--- config.mk ---
export PLATFORM = sky130hd
export DESIGN_NAME = baseband_iq_modulator
export DESIGN_NICKNAME = d
export VERILOG_FILES = /design/src/core/bb_mod_pkg.sv /design/src/core/sample_fifo_if.sv /design/src/core/sample_fifo.sv /design/src/core/quarter_wave_rom.sv /design/src/core/baseband_iq_modulator.sv
export SDC_FILE = /design/constraint.sdc
export NUM_CORES = 1
export LEC_CHECK = 0
export BUFFER_PORTS_ARGS = -buffer_cell sky130_fd_sc_hd__buf_2
export CAP_MARGIN = 10
export CELL_PAD_IN_SITES_DETAIL_PLACEMENT = 0
export CELL_PAD_IN_SITES_GLOBAL_PLACEMENT = 1
export CORE_MARGIN = 3
export CORE_UTILIZATION = 49
export DETAILED_ROUTE_END_ITERATION = 7
export PLACE_DENSITY_LB_ADDON = 0.1
export SYNTH_ARGS = -nofsm -noshare
export SYNTH_HDL_FRONTEND = slang
export SYNTH_SLANG_ARGS = --single-unit
--- constraint.sdc ---
create_clock -name clk_sys -period 5.6 [get_ports clk_sys]
set_clock_uncertainty 0.1 [all_clocks]
set_input_delay 0.56 -clock clk_sys [delete_from_list [all_inputs] [get_ports clk_sys]]
set_output_delay 0.56 -clock clk_sys [all_outputs]
set_load 0.02 [all_outputs]
--- src/core/bb_mod_pkg.sv ---
// Shared constants of the baseband I/Q modulator: clocks, widths, register map and fields.
package bb_mod_pkg;

    // Clock rates; the modulator advances on an enable pulse at the baseband rate.
    localparam int SYS_CLK_HZ = 100_000_000;
    localparam int BB_CLK_HZ  = 4_930_000;
    localparam int BB_DIV     = SYS_CLK_HZ / BB_CLK_HZ;

    // Datapath widths and sizes.
    localparam int PHASE_W     = 12;
    localparam int SAMPLE_W    = 9;
    localparam int MAG_W       = 8;
    localparam int ROM_ENTRIES = 128;
    localparam int ROM_AW      = 7;
    localparam int RAM_DEPTH   = 64;
    localparam int RAM_AW      = 6;
    localparam int BYTE_W      = 8;
    localparam int FIFO_DEPTH  = 8;
    localparam int HOLD_W      = 9;

    // Phase offset of a quarter turn, used to derive cosine from the sine fold.
    localparam logic [PHASE_W-1:0] QUARTER_TURN = 12'h400;

    // Register offsets on the special-function register port.
    localparam logic [7:0] ADDR_BAND     = 8'hc2;
    localparam logic [7:0] ADDR_RAM_DATA = 8'hc9;
    localparam logic [7:0] ADDR_RAM_PTR  = 8'hca;
    localparam logic [7:0] ADDR_TX_BUF   = 8'hcb;
    localparam logic [7:0] ADDR_STEP     = 8'hd1;
    localparam logic [7:0] ADDR_SCALE    = 8'hd2;
    localparam logic [7:0] ADDR_CTRL     = 8'hd3;
    localparam logic [7:0] ADDR_STATE    = 8'heb;

    // Field positions.
    localparam int BAND_BIT      = 7;
    localparam int CTRL_POLARITY = 5;
    localparam int CTRL_MOD_EN   = 4;
    localparam int CTRL_ASK      = 3;
    localparam int CTRL_RAM_LOAD = 2;
    localparam int CTRL_SHIFT_EN = 1;
    localparam int STATE_BUSY    = 7;
    localparam int STATE_ONE     = 6;

    // Reset values and the index of the last bit of a byte.
    localparam logic BAND_RESET = 1'b1;
    localparam logic CTRL_BIT_RESET = 1'b0;
    localparam logic [2:0] BIT_LAST = 3'h7;

endpackage

--- src/core/sample_fifo_if.sv ---
// Interface carrying I/Q sample words between the modulator and its sample FIFO.
`timescale 1ns/1ps
`default_nettype none
interface sample_fifo_if #(
    parameter int WIDTH = 18
);
    logic             push_valid;
    logic             push_ready;
    logic [WIDTH-1:0] push_data;
    logic             pop_valid;
    logic             pop_ready;
    logic [WIDTH-1:0] pop_data;
    logic             flush;

    // Storage side of the FIFO.
    modport store (
        input  push_valid, push_data, pop_ready, flush,
        output push_ready, pop_valid, pop_data
    );

    // User side: pushes generated samples and drains them towards the DACs.
    modport user (
        output push_valid, push_data, pop_ready, flush,
        input  push_ready, pop_valid, pop_data
    );
endinterface
`default_nettype wire

--- src/core/sample_fifo.sv ---
// Parameterised synchronous FIFO with valid/ready on both sides and a flush.
`timescale 1ns/1ps
`default_nettype none
module sample_fifo
    import bb_mod_pkg::*;
#(
    parameter int WIDTH = 18,
    parameter int DEPTH = FIFO_DEPTH
) (
    // Clock and reset
    input wire logic         clk_sys,
    input wire logic         sys_rst,
    // Sample stream
    sample_fifo_if.store     port
);
    localparam int AW = $clog2(DEPTH);

    // Pointers carry one extra bit so that full and empty stay distinguishable.
    if (DEPTH < 2 || (1 << AW) != DEPTH) begin : g_bad_depth
        $error("sample_fifo depth must be a power of two of at least two");
    end

    typedef struct packed {
        logic [DEPTH-1:0][WIDTH-1:0] mem;
        logic [AW:0]                 wr_ptr;
        logic [AW:0]                 rd_ptr;
    } fifo_state_t;

    fifo_state_t st_reg;
    fifo_state_t st_next;
    logic        full;
    logic        empty;

    // Honest flags straight from the pointers.
    assign empty           = (st_reg.wr_ptr == st_reg.rd_ptr);
    assign full            = (st_reg.wr_ptr[AW-1:0] == st_reg.rd_ptr[AW-1:0])
                             && (st_reg.wr_ptr[AW] != st_reg.rd_ptr[AW]);
    assign port.push_ready = ~full & ~port.flush;
    assign port.pop_valid  = ~empty & ~port.flush;
    assign port.pop_data   = st_reg.mem[st_reg.rd_ptr[AW-1:0]];

    // Push and pop may happen in the same cycle; flush empties the store at once.
    always_comb begin
        st_next = st_reg;
        if (port.flush) begin
            st_next.wr_ptr = '0;
            st_next.rd_ptr = '0;
        end else begin
            if (port.push_valid && !full) begin
                st_next.mem[st_reg.wr_ptr[AW-1:0]] = port.push_data;
                st_next.wr_ptr = st_reg.wr_ptr + {{AW{1'b0}}, 1'b1};
            end
            if (port.pop_ready && !empty) begin
                st_next.rd_ptr = st_reg.rd_ptr + {{AW{1'b0}}, 1'b1};
            end
        end
    end

    // Stored words are left alone by reset; only the pointers need a value.
    always_ff @(posedge clk_sys) begin
        if (sys_rst) begin
            st_reg.mem    <= st_next.mem;
            st_reg.wr_ptr <= '0;
            st_reg.rd_ptr <= '0;
        end else begin
            st_reg <= st_next;
        end
    end
endmodule
`default_nettype wire

--- src/core/quarter_wave_rom.sv ---
// Quarter-wave magnitude table folded into a full signed sine sample.
`timescale 1ns/1ps
`default_nettype none
module quarter_wave_rom
    import bb_mod_pkg::*;
(
    // Phase in
    input wire logic [PHASE_W-1:0]         phase,
    // Signed sample out
    output logic signed [SAMPLE_W-1:0]     sample
);
    typedef logic [ROM_ENTRIES-1:0][MAG_W-1:0] rom_t;

    // Builds the 128-byte table at elaboration with a rational sine fit, so no
    // data file is needed; the fit stays within about two tenths of a percent.
    function automatic rom_t build_table();
        rom_t        tbl;
        longint      t;
        longint      prod;
        longint      num;
        longint      den;
        tbl = '0;
        for (int i = 0; i < ROM_ENTRIES; i++) begin
            t    = 2 * i + 1;
            prod = t * (512 - t);
            num  = 255 * 4 * prod;
            den  = 327680 - prod;
            // Rounded rather than truncated, so the peak entry reaches the full 255.
            tbl[i] = MAG_W'((num + den / 2) / den);
        end
        return tbl;
    endfunction

    localparam rom_t TABLE = build_table();

    logic [1:0]        quadrant;
    logic [ROM_AW-1:0] index;
    logic [MAG_W-1:0]  mag;

    // The two top phase bits pick the quadrant: odd ones mirror, upper half negates.
    assign quadrant = phase[PHASE_W-1 -: 2];
    assign index    = quadrant[0] ? ~phase[PHASE_W-3 -: ROM_AW] : phase[PHASE_W-3 -: ROM_AW];
    assign mag      = TABLE[index];
    assign sample   = quadrant[1] ? -$signed({1'b0, mag}) : $signed({1'b0, mag});
endmodule
`default_nettype wire

--- src/core/baseband_iq_modulator.sv ---
// Baseband I/Q modulator: register port, transmit RAM, bit sequencer and phase-step generator.
`timescale 1ns/1ps
`default_nettype none
module baseband_iq_modulator
    import bb_mod_pkg::*;
#(
    parameter int CLK_DIV = BB_DIV
) (
    // Clock and reset
    input wire logic                  clk_sys,
    input wire logic                  sys_rst,
    // Special-function register port
    input wire logic [7:0]            sfr_addr,
    input wire logic [7:0]            sfr_wdata,
    input wire logic                  sfr_wr,
    input wire logic                  sfr_rd,
    output logic [7:0]                sfr_rdata,
    // I/Q DAC side
    input wire logic                  dac_ready,
    output logic [SAMPLE_W-1:0]       dac_i,
    output logic [SAMPLE_W-1:0]       dac_q,
    output logic                      dac_strobe,
    // Carrier synthesiser control
    output logic                      carrier_band_sel
);
    localparam int DIV_W = $clog2(CLK_DIV + 1);
    localparam int WORD_W = 2 * SAMPLE_W;

    // The divider needs at least two system clocks per baseband step.
    if (CLK_DIV < 2) begin : g_bad_div
        $error("baseband_iq_modulator clock divider must be at least two");
    end

    typedef struct packed {
        logic [DIV_W-1:0]                 div_cnt;
        logic                             tick_pend;
        logic                             band;
        logic                             polarity;
        logic                             mod_en;
        logic                             ask_mode;
        logic                             ram_load;
        logic                             shift_en;
        logic [BYTE_W-1:0]                base_step;
        logic [BYTE_W-1:0]                scale;
        logic [RAM_AW-1:0]                ram_ptr;
        logic [BYTE_W-1:0]                ram_wbyte;
        logic [BYTE_W-1:0]                hold_buf;
        logic [RAM_DEPTH-1:0][BYTE_W-1:0] ram;
        logic                             pending;
        logic                             active;
        logic [BYTE_W-1:0]                shifter;
        logic [2:0]                       bit_idx;
        logic [PHASE_W-1:0]               phase;
        logic [HOLD_W-1:0]                hold_cnt;
        logic [RAM_AW-1:0]                addr_idx;
        logic [SAMPLE_W-1:0]              out_i;
        logic [SAMPLE_W-1:0]              out_q;
        logic                             out_stb;
        logic [7:0]                       rdata;
    } mod_state_t;

    mod_state_t st_reg;
    mod_state_t st_next;

    sample_fifo_if #(.WIDTH(WORD_W)) fifo ();

    sample_fifo #(
        .WIDTH (WORD_W),
        .DEPTH (FIFO_DEPTH)
    ) u_fifo (
        .clk_sys (clk_sys),
        .sys_rst (sys_rst),
        .port    (fifo.store)
    );

    logic                       gen_run;
    logic                       gen_go;
    logic                       cur_bit;
    logic [BYTE_W-1:0]          dev_byte;
    logic [PHASE_W-1:0]         base4;
    logic [PHASE_W-1:0]         dev12;
    logic [PHASE_W-1:0]         step;
    logic [HOLD_W-1:0]          hold_len;
    logic                       sample_end;
    logic                       bit_end;
    logic [PHASE_W-1:0]         cos_phase;
    logic signed [SAMPLE_W-1:0] sin_s;
    logic signed [SAMPLE_W-1:0] cos_s;
    logic [SAMPLE_W-1:0]        samp_i;
    logic [SAMPLE_W-1:0]        samp_q;
    logic                       amp_on;

    // One table per channel; cosine is the sine a quarter turn ahead.
    quarter_wave_rom u_rom_sin (
        .phase  (st_reg.phase),
        .sample (sin_s)
    );

    quarter_wave_rom u_rom_cos (
        .phase  (cos_phase),
        .sample (cos_s)
    );

    // Generator runs only when enabled and the RAM is not being loaded.
    assign gen_run   = st_reg.mod_en & ~st_reg.ram_load;
    // A baseband step waits for FIFO room, so a stalled DAC stalls the whole sequence.
    assign gen_go    = gen_run & st_reg.tick_pend & fifo.push_ready;
    assign cur_bit   = st_reg.active & st_reg.shifter[BYTE_W-1];
    assign dev_byte  = st_reg.ram[st_reg.addr_idx];
    assign base4     = {2'b00, st_reg.base_step, 2'b00};
    assign dev12     = {4'h0, dev_byte};
    assign cos_phase = st_reg.phase + QUARTER_TURN;

    // FSK moves the step up or down by the RAM byte; ASK keeps the summed step.
    always_comb begin
        if (st_reg.ask_mode) begin
            step = base4 + dev12;
        end else if (cur_bit) begin
            step = base4 + dev12;
        end else begin
            step = base4 - dev12;
        end
    end

    // Each RAM sample is held for twice the scale, matching the half in the bit rate.
    assign hold_len   = {st_reg.scale, 1'b0};
    assign sample_end = (st_reg.hold_cnt + 9'h001) >= hold_len;
    assign bit_end    = sample_end && (({1'b0, st_reg.addr_idx} + 7'h01) >= {1'b0, st_reg.ram_ptr});

    // ASK keys the amplitude off for a zero bit.
    assign amp_on = ~st_reg.ask_mode | cur_bit;

    // Upper sideband puts cosine on I; polarity one swaps the channels.
    always_comb begin
        if (!amp_on) begin
            samp_i = '0;
            samp_q = '0;
        end else if (st_reg.polarity) begin
            samp_i = sin_s;
            samp_q = cos_s;
        end else begin
            samp_i = cos_s;
            samp_q = sin_s;
        end
    end

    // FIFO hookup: push generated samples, drain whenever the DAC accepts.
    assign fifo.push_valid = gen_go;
    assign fifo.push_data  = {samp_i, samp_q};
    assign fifo.pop_ready  = dac_ready & st_reg.mod_en;
    assign fifo.flush      = ~gen_run;

    // Next-state logic for the register port, the sequencer and the output stage.
    always_comb begin
        st_next = st_reg;
        st_next.out_stb = 1'b0;
        st_next.rdata = 8'h00;

        // Baseband enable divider; a missed step is held until the FIFO has room.
        if (st_reg.div_cnt == DIV_W'(CLK_DIV - 1)) begin
            st_next.div_cnt = '0;
            st_next.tick_pend = 1'b1;
        end else begin
            st_next.div_cnt = st_reg.div_cnt + {{(DIV_W-1){1'b0}}, 1'b1};
        end
        if (gen_go) begin
            st_next.tick_pend = 1'b0;
        end

        // One phase step per baseband clock, wrapping modulo a full turn.
        if (gen_go) begin
            st_next.phase = st_reg.phase + step;
            if (sample_end) begin
                st_next.hold_cnt = '0;
                if (bit_end) begin
                    st_next.addr_idx = '0;
                end else begin
                    st_next.addr_idx = st_reg.addr_idx + 6'h01;
                end
            end else begin
                st_next.hold_cnt = st_reg.hold_cnt + 9'h001;
            end
        end

        // Bit boundary: shift the buffer, or take the pending byte when it runs out.
        if (gen_go && bit_end && st_reg.shift_en) begin
            if (!st_reg.active || st_reg.bit_idx == BIT_LAST) begin
                st_next.active = st_reg.pending;
                st_next.shifter = st_reg.hold_buf;
                st_next.bit_idx = '0;
                st_next.pending = 1'b0;
            end else begin
                st_next.shifter = {st_reg.shifter[BYTE_W-2:0], 1'b0};
                st_next.bit_idx = st_reg.bit_idx + 3'h1;
            end
        end

        // Phase, hold count and RAM index restart from the top each time modulation is switched off.
        if (!gen_run) begin
            st_next.phase = '0;
            st_next.hold_cnt = '0;
            st_next.addr_idx = '0;
            st_next.tick_pend = 1'b0;
        end

        // Register writes; a new byte written in the cycle it is consumed stays pending.
        if (sfr_wr) begin
            case (sfr_addr)
                ADDR_BAND: begin
                    st_next.band = sfr_wdata[BAND_BIT];
                end
                ADDR_CTRL: begin
                    st_next.polarity = sfr_wdata[CTRL_POLARITY];
                    st_next.mod_en = sfr_wdata[CTRL_MOD_EN];
                    st_next.ask_mode = sfr_wdata[CTRL_ASK];
                    st_next.ram_load = sfr_wdata[CTRL_RAM_LOAD];
                    st_next.shift_en = sfr_wdata[CTRL_SHIFT_EN];
                end
                ADDR_STEP: begin
                    st_next.base_step = sfr_wdata;
                end
                ADDR_SCALE: begin
                    st_next.scale = sfr_wdata;
                end
                ADDR_RAM_PTR: begin
                    st_next.ram_ptr = sfr_wdata[RAM_AW-1:0];
                end
                ADDR_RAM_DATA: begin
                    st_next.ram_wbyte = sfr_wdata;
                    if (st_reg.ram_load) begin
                        st_next.ram[st_reg.ram_ptr] = sfr_wdata;
                    end
                end
                ADDR_TX_BUF: begin
                    st_next.hold_buf = sfr_wdata;
                    st_next.pending = 1'b1;
                end
                default: begin
                    st_next.rdata = 8'h00;
                end
            endcase
        end

        // Only the state register reads back; the rest are write-only and read zero.
        if (sfr_rd && sfr_addr == ADDR_STATE) begin
            st_next.rdata[STATE_BUSY] = st_next.pending;
            st_next.rdata[STATE_ONE] = 1'b1;
        end

        // DAC stage: registered words, zero while modulation is off.
        if (!st_reg.mod_en) begin
            st_next.out_i = '0;
            st_next.out_q = '0;
        end else if (fifo.pop_valid && dac_ready) begin
            st_next.out_i = fifo.pop_data[WORD_W-1 -: SAMPLE_W];
            st_next.out_q = fifo.pop_data[SAMPLE_W-1:0];
            st_next.out_stb = 1'b1;
        end
    end

    // Control state resets; data registers and RAM keep whatever they held.
    always_ff @(posedge clk_sys) begin
        if (sys_rst) begin
            st_reg <= st_next;
            st_reg.div_cnt <= '0;
            st_reg.tick_pend <= 1'b0;
            st_reg.band <= BAND_RESET;
            st_reg.polarity <= CTRL_BIT_RESET;
            st_reg.mod_en <= CTRL_BIT_RESET;
            st_reg.ask_mode <= CTRL_BIT_RESET;
            st_reg.ram_load <= CTRL_BIT_RESET;
            st_reg.shift_en <= CTRL_BIT_RESET;
            st_reg.pending <= 1'b0;
            st_reg.active <= 1'b0;
            st_reg.shifter <= '0;
            st_reg.bit_idx <= '0;
            st_reg.phase <= '0;
            st_reg.hold_cnt <= '0;
            st_reg.addr_idx <= '0;
            st_reg.out_i <= '0;
            st_reg.out_q <= '0;
            st_reg.out_stb <= 1'b0;
            st_reg.rdata <= 8'h00;
        end else begin
            st_reg <= st_next;
        end
    end

    // Outputs straight from the state flip-flops.
    assign sfr_rdata        = st_reg.rdata;
    assign dac_i            = st_reg.out_i;
    assign dac_q            = st_reg.out_q;
    assign dac_strobe       = st_reg.out_stb;
    assign carrier_band_sel = st_reg.band;
endmodule
`default_nettype wire

Word-level counts from Yosys, hierarchy flattened --
Memories as Yosys holds them, arrays and structs flattened. Cells that the tools add are included.
Word-level totals: RAM bits 0, bits of input ports 21, memories 2, logic and storage cells 218, ROM bits 2048, bits in latches 0, bits in registers 781
Operators by class: divide/modulo/power cells 0, bitwise operators 17, multipliers 0, equality and inequality tests 13, shift operators 0, mux-type cells 40, add/sub/neg operators 13, $lt $le $gt $ge 10, reductions and logical operators 23
Memories:
- (no name shown) | words 128, width 8, rd ports 1, clocked after memory_dff 0, wr ports 0, line quarter_wave_rom.sv:43 | assign mag = TABLE[index];
- (no name shown) | words 128, width 8, rd ports 1, clocked after memory_dff 0, wr ports 0, line quarter_wave_rom.sv:43
Operators by type and width (count):
- 512-bit 2-to-1 mux | 2
- 551-bit 2-to-1 mux | 1
- 512-bit bitwise mux | 1
- 148-bit 2-to-1 mux | 1
- 144-bit bitwise mux | 1
- 144-bit 2-to-1 mux | 1
- 8-bit == test, second input constant | 8
- 8-bit 2-to-1 mux | 8
- 9-bit 2-to-1 mux | 7
- 18-bit binary-select mux with 3-bit select | 1
- 18-bit demux with 3-bit select | 1
- 8-bit binary-select mux with 6-bit select | 1
- 8-bit demux with 6-bit select | 1
- 18-bit 2-to-1 mux | 2
- 12-bit 2-to-1 mux | 2
- 8-bit negation with 9-bit output | 2
- 7-bit by 8-bit less-than comparator with 1-bit output, second input constant | 2
- 6-bit by 7-bit less-than comparator with 1-bit output, second input constant | 2
- 7-bit 2-to-1 mux | 2
- 7-bit inverter | 2
- 13-bit 2-to-1 mux | 1
- 12-bit by 11-bit adder with 12-bit output, second input constant | 1
- 12-bit adder | 1
- 6-bit 2-to-1 mux | 2
- 30 further kinds | 63

Longest topological paths before layout --
depth in word-level cells 12, mapped depth 26, gate-level depth less buffers 22

By module --
A second synthesis with hierarchy kept.
Second synthesis, totals: cell total of the unflattened synthesis 2539, area total of the unflattened synthesis 36716.5 um^2
By module, submodules not included:
- baseband_iq_modulator | cells an instance 1491, area each 25712.2 um^2, times used 1
- sample_fifo | cells an instance 292, area each 6125.9 um^2, times used 1
- quarter_wave_rom at u_rom_sin | cells an instance 383, area each 2507.4 um^2, times used 1
- quarter_wave_rom at u_rom_cos | cells an instance 373, area each 2371.0 um^2, times used 1

Worst setup path before layout --
OpenSTA, ideal clock, no wires.
kind reg2reg, start reg st_reg[28] in the netlist's numbering, end reg st_reg[53] (netlist name), clock period less this slack 5.718 ns, arrival 5.502 ns, cell stages (with the launch flop) 26, path slack -0.118 ns, path buffers 4, path through dfxtp_1 -> buf_2 -> clkbuf_1 -> clkbuf_1 -> clkbuf_1 -> mux4_2 -> mux4_2 -> mux4_2 -> inv_1 -> ha_1 -> a21o_1 -> a21oi_1 -> o21bai_1 -> a21oi_1 -> nor2b_1 -> o21ai_0 -> nand3b_1 -> o21ai_0 -> xor2_1 -> ha_1 -> a21oi_1 -> o22ai_1 -> a21oi_1 -> mux2i_1 -> a211oi_1 -> a31o_2
Between the ends: cells in the longest elaborated chain, start to end 6
RTL lines:
- start, declared | line baseband_iq_modulator.sv:62 | mod_state_t st_reg;
- start signal, assigned | line baseband_iq_modulator.sv:264 | st_reg <= st_next;
- start signal, assigned | line baseband_iq_modulator.sv:285 | st_reg <= st_next;
- 8-bit binary-select mux with 6-bit select (*) | line baseband_iq_modulator.sv:109 | assign dev_byte = st_reg.ram[st_reg.addr_idx];
- 8-bit 2-to-1 mux (implied by the code) (*) | line baseband_iq_modulator.sv:109
- 10-bit by 8-bit subtractor with 11-bit output / 10-bit by 8-bit adder with 11-bit output (equally long branches) | line baseband_iq_modulator.sv:121, baseband_iq_modulator.sv:117, baseband_iq_modulator.sv:119
- 12-bit 2-to-1 mux | line baseband_iq_modulator.sv:118 | end else if (cur_bit) begin
- 12-bit 2-to-1 mux (*) | line baseband_iq_modulator.sv:116 | if (st_reg.ask_mode) begin
- 12-bit adder (*) | line baseband_iq_modulator.sv:172 | st_next.phase = st_reg.phase + step;
Mark *: on every way between the ends. The rest lies on a longest branch, timed or not. The select of a mux whose other input is x is not followed. A chain may end at the register's enable or synchronous reset.

Worst setup path after layout --
start reg st_reg[27] in the netlist's numbering, end reg st_reg[53] (netlist name)
Between the ends: cells in the longest elaborated chain, start to end 6
RTL lines (line):
- 8-bit binary-select mux with 6-bit select (*) | baseband_iq_modulator.sv:109
- 8-bit 2-to-1 mux (implied by the code) (*) | baseband_iq_modulator.sv:109
- 10-bit by 8-bit subtractor with 11-bit output / 10-bit by 8-bit adder with 11-bit output (equally long branches) | baseband_iq_modulator.sv:121, baseband_iq_modulator.sv:117, baseband_iq_modulator.sv:119
- 12-bit 2-to-1 mux | baseband_iq_modulator.sv:118
- 12-bit 2-to-1 mux (*) | baseband_iq_modulator.sv:116
- 12-bit adder (*) | baseband_iq_modulator.sv:172
Marked as above.

==> summary.txt <==
Setup path
  • Max incr delay on CP: about 0.52 ns
  • R2r startpoint: st_reg[27]
  • CP max stage cell: mux4_2
  • R2R Setup Slk: around 0.19 ns
  • Reg2reg path depth: 23
  • Critical Path RT: about 6 ns
  • Critical Path AT: around 5.8 ns
  • Worst R2R End: st_reg[53]
  • Crit-path max FO: 10
  • Element type at the critical path end: register
  • Crit Path Class: register to register
  • CP Launch Type: register
  • Crit-path cells: buf_4 -> clkbuf_16 -> mux4_2 -> mux4_2 -> mux4_2 -> inv_1 -> ha_1 -> a21o_1 -> a21oi_2 -> o21bai_1 -> a21oi_2 -> nor2b_1 -> o21ai_0 -> nand3b_1 -> o21ai_1 -> xor2_1 -> ha_1 -> a21oi_2 -> o22ai_1 -> a21oi_2 -> mux2i_1 -> a211oi_1 -> a31o_2
  • Most frequent CP cell: a21oi_2

Floorplan
  • Height of the die: ~280 um
  • Core outline area: 72100 um2
  • Rows: 98
  • Die width: between 200 and 300 um
  • Die ar.: between 70000 and 80000 um2
  • Initial Util: 49.8%
  • Top Ports: 49

Min path
  • Hold Path Class: input pin to register
  • WHS Endpoint: sfr_rdata[6]
  • Hold-critical path depth: 3
  • Min-delay src: sfr_addr[5]

Layout
  • Layout area overhead: 12.3%
  • Filler cells: around 5700
  • Layout Nets: 2594
  • Layout cells sized above 1: ~23%
  • Core Util, Final: a little under three fifths
  • Fin area: slightly above 40000 um2
  • Max reg flops: roughly 580
  • Non-Filler Instances: roughly 3500

CTS
  • CTS Sinks: approximately 770
  • Reg clk slew, reported paths: approximately 0.06 ns
  • CTS tree: done
  • Post-CTS Hold Buffers: 0
  • Root Buffer: clkbuf_16
  • CTS max path bufs: 3
  • CTS Buf Count: 80
  • Insertion delay to the later sink of the worst-skew pair: 0.63 ns
  • H-tree depth: 3

Synthesis
  • Synth area leaders: edfxtp_1 (57%), mux4_2 (13%), dfxtp_1 (4.5%)
  • Synth Area in XOR/XNOR: between 1.5 and 2%
  • Synthesized flop and latch total: between 700 and 800
  • Yosys top cell area share: between 50% and 60%
  • EDFF count, synth: around 690
  • Post-synthesis simple-gate area fraction: between 6 and 7%
  • Main combinational cell family by area after synthesis: multiplexers
  • Post-synth top area cell: edfxtp_1
  • Seq/Total Area, Yosys: around three fifths
  • Post-synthesis instance total: between 2000 and 2500
  • Most used flip-flop cell after synthesis: edfxtp_1
  • Synth Cell Area: about 36000 um2
  • Netlist cell types: 90
  • Asr flop ratio synth: 0%
  • Ys Warns: 0
  • Most common cell in the netlist: edfxtp_1
  • Syn_area_per_cell: 14.9 um2
  • Post-synthesis adder-cell area fraction: under 10%
  • Top cells by count, synth: edfxtp_1 (686), mux4_2 (204), nor2_1 (179), a21oi_1 (107), nand2_1 (98)
  • Area fraction in compound gates after synthesis: 9.23%
  • Post-synthesis mux area share: about 15%

Detailed routing
  • Post-route ant nets: 0
  • Final WL: 93400 um
  • Post-DR wirelength/cell: approximately 27 um
  • First-pass iteration count of the detailed router: 5
  • Via-to-Cell Ratio: a little over 6
  • Met2 WL post-DR: approximately 47000 um
  • Via Count: between 20000 and 25000
  • Met3 wire length: just under 5000 um
  • DRC viols: 0
  • DR iter-0 viols: around 2200
  • Wl on met1: 38800 um
  • Top Metal Used: met4

Global routing
  • Total GRT Usage: between 20% and 30%
  • Initial antenna violation count: 0
  • Largest net degree at the start of global routing: 95
  • Vias in the first global route: approximately 22000
  • Remaining global-route overflow: 0
  • Global-route wire length before repair: around 140000 um

Placement
  • Post-place instance area: around 38000 um2
  • GP Congestion: roughly 0.92
  • Port Buffer Count: between 40 and 50
  • DP HPWL: between 50000 and 60000 um
  • Placed insts: about 3300

STA
  • Slew margin rel.: roughly 26%
  • Max Clk Rate: 185 MHz
  • Period minus WS final: roughly 5.4 ns
  • Worst Tran Pin Value: 1.11 ns
  • Setup TNS after final layout: 0 ns
  • Final period util: between 90 and 100%
  • # setup viols final: 0
  • Final hold violation count: 0
  • Max-slew violations: 0

Power and ir drop
  • Maximum vdd drop: 0.000389 V
  • Leakage: ~13 nW
  • PwrDens: 281 nW/um2
  • Overall power: ~0.011 W

Run status
  • Status: finished, final reports clean

Job
  • Max cap viols: 0
## critical path: cells and delay by family, from the launching register on
family                     cells  cell delay, ns
muxes                          4            1.75
AOI/OAI and AO/OA             11            1.60
and+or+nand+nor                2            0.16
DFF                            1            0.47
xor gates and xnor gates       1            0.26
adders and majority gates      2            0.55
buffers and inverters          3            0.44
## area by class of cell
class / count / area (um2) / area share [%]
Clock inverter: 41 / 329 / 0.816
Timing Repair Buffer: 192 / 1560 / 3.87
Antenna cell: 1 / 2.50 / 0.00620
Clock buffer: 103 / 2160 / 5.36
Sequential cell: 767 / 22200 / 55.1
Multi-Input combinational cell: 1397 / 12600 / 31.2
Tap cell: 950 / 1190 / 2.95
Inverter: 69 / 259 / 0.642
## cell families after synthesis
family | count (synthesis)
AO/OA/AOI/OAI | 482
XOR/XNOR | 70
adder cells (fa/ha/maj) | 66
buffers and inverters | 259
flip-flops | 767
multiplexers | 274
other | 1
AND/OR/NAND/NOR | 499
## what timing repair did
action	CTS	global route
setup endpoints to repair	0	2
buffers inserted	0	22
gates resized for setup	0	21
## report_power, final
part / internal [W] / switching, W / leakage (nW) / total [W]
combinational: 0.0000138 / 0.0000841 / 5.23 / 0.0000979
clock: 0.00285 / 0.00219 / 1.21 / 0.00503
sequential: 0.00621 / 0.00000173 / 6.80 / 0.00621
total: 0.00907 / 0.00227 / 13.2 / 0.0113
## layer usage
metal  vias to the layer above  global-route usage (%)
met5                         -                       0
met4                         0                    8.28
met3                       169                    3.14
met2                       775                    40.7
met1                     11200                    32.7
li1                       9755                       -
## metrics by stage
step / hold WS [ns] / worst slack, ns
after floorplan: 0.316 / 0.00790
after global placement: 0.325 / 0.163
after detailed placement: 0.333 / 0.105
after CTS: 0.0666 / 0.101
after global routing: 0.115 / -0.0249
final: 0.111 / 0.187
## cell usage in the layout, fill, tap and decap left out, types with 42 or more instances in the layout
cell,n
nand3_1,48
buf_4,128
dfxtp_1,72
buf_2,42
mux4_2,204
mux2i_1,59
ha_1,63
nand2_1,98
clkbuf_16,86
xnor2_1,42
o21ai_0,77
a211oi_1,44
inv_1,58
edfxtp_1,686
nor2_1,178
a21oi_1,103
## worst max path at each step
stage,start,end,slack [ns],depth (start not counted)
final,st_reg[27],st_reg[53],0.19,23
after global routing,st_reg[27],st_reg[53],-0.02,23
after CTS,st_reg[27],st_reg[53],0.10,22
after detailed placement,st_reg[27],st_reg[53],0.11,22
after global placement,st_reg[27],st_reg[53],0.16,22
after floorplan,st_reg[28],st_reg[53],0.008,25
No activity file was read; power rests on OpenSTA's default activity.
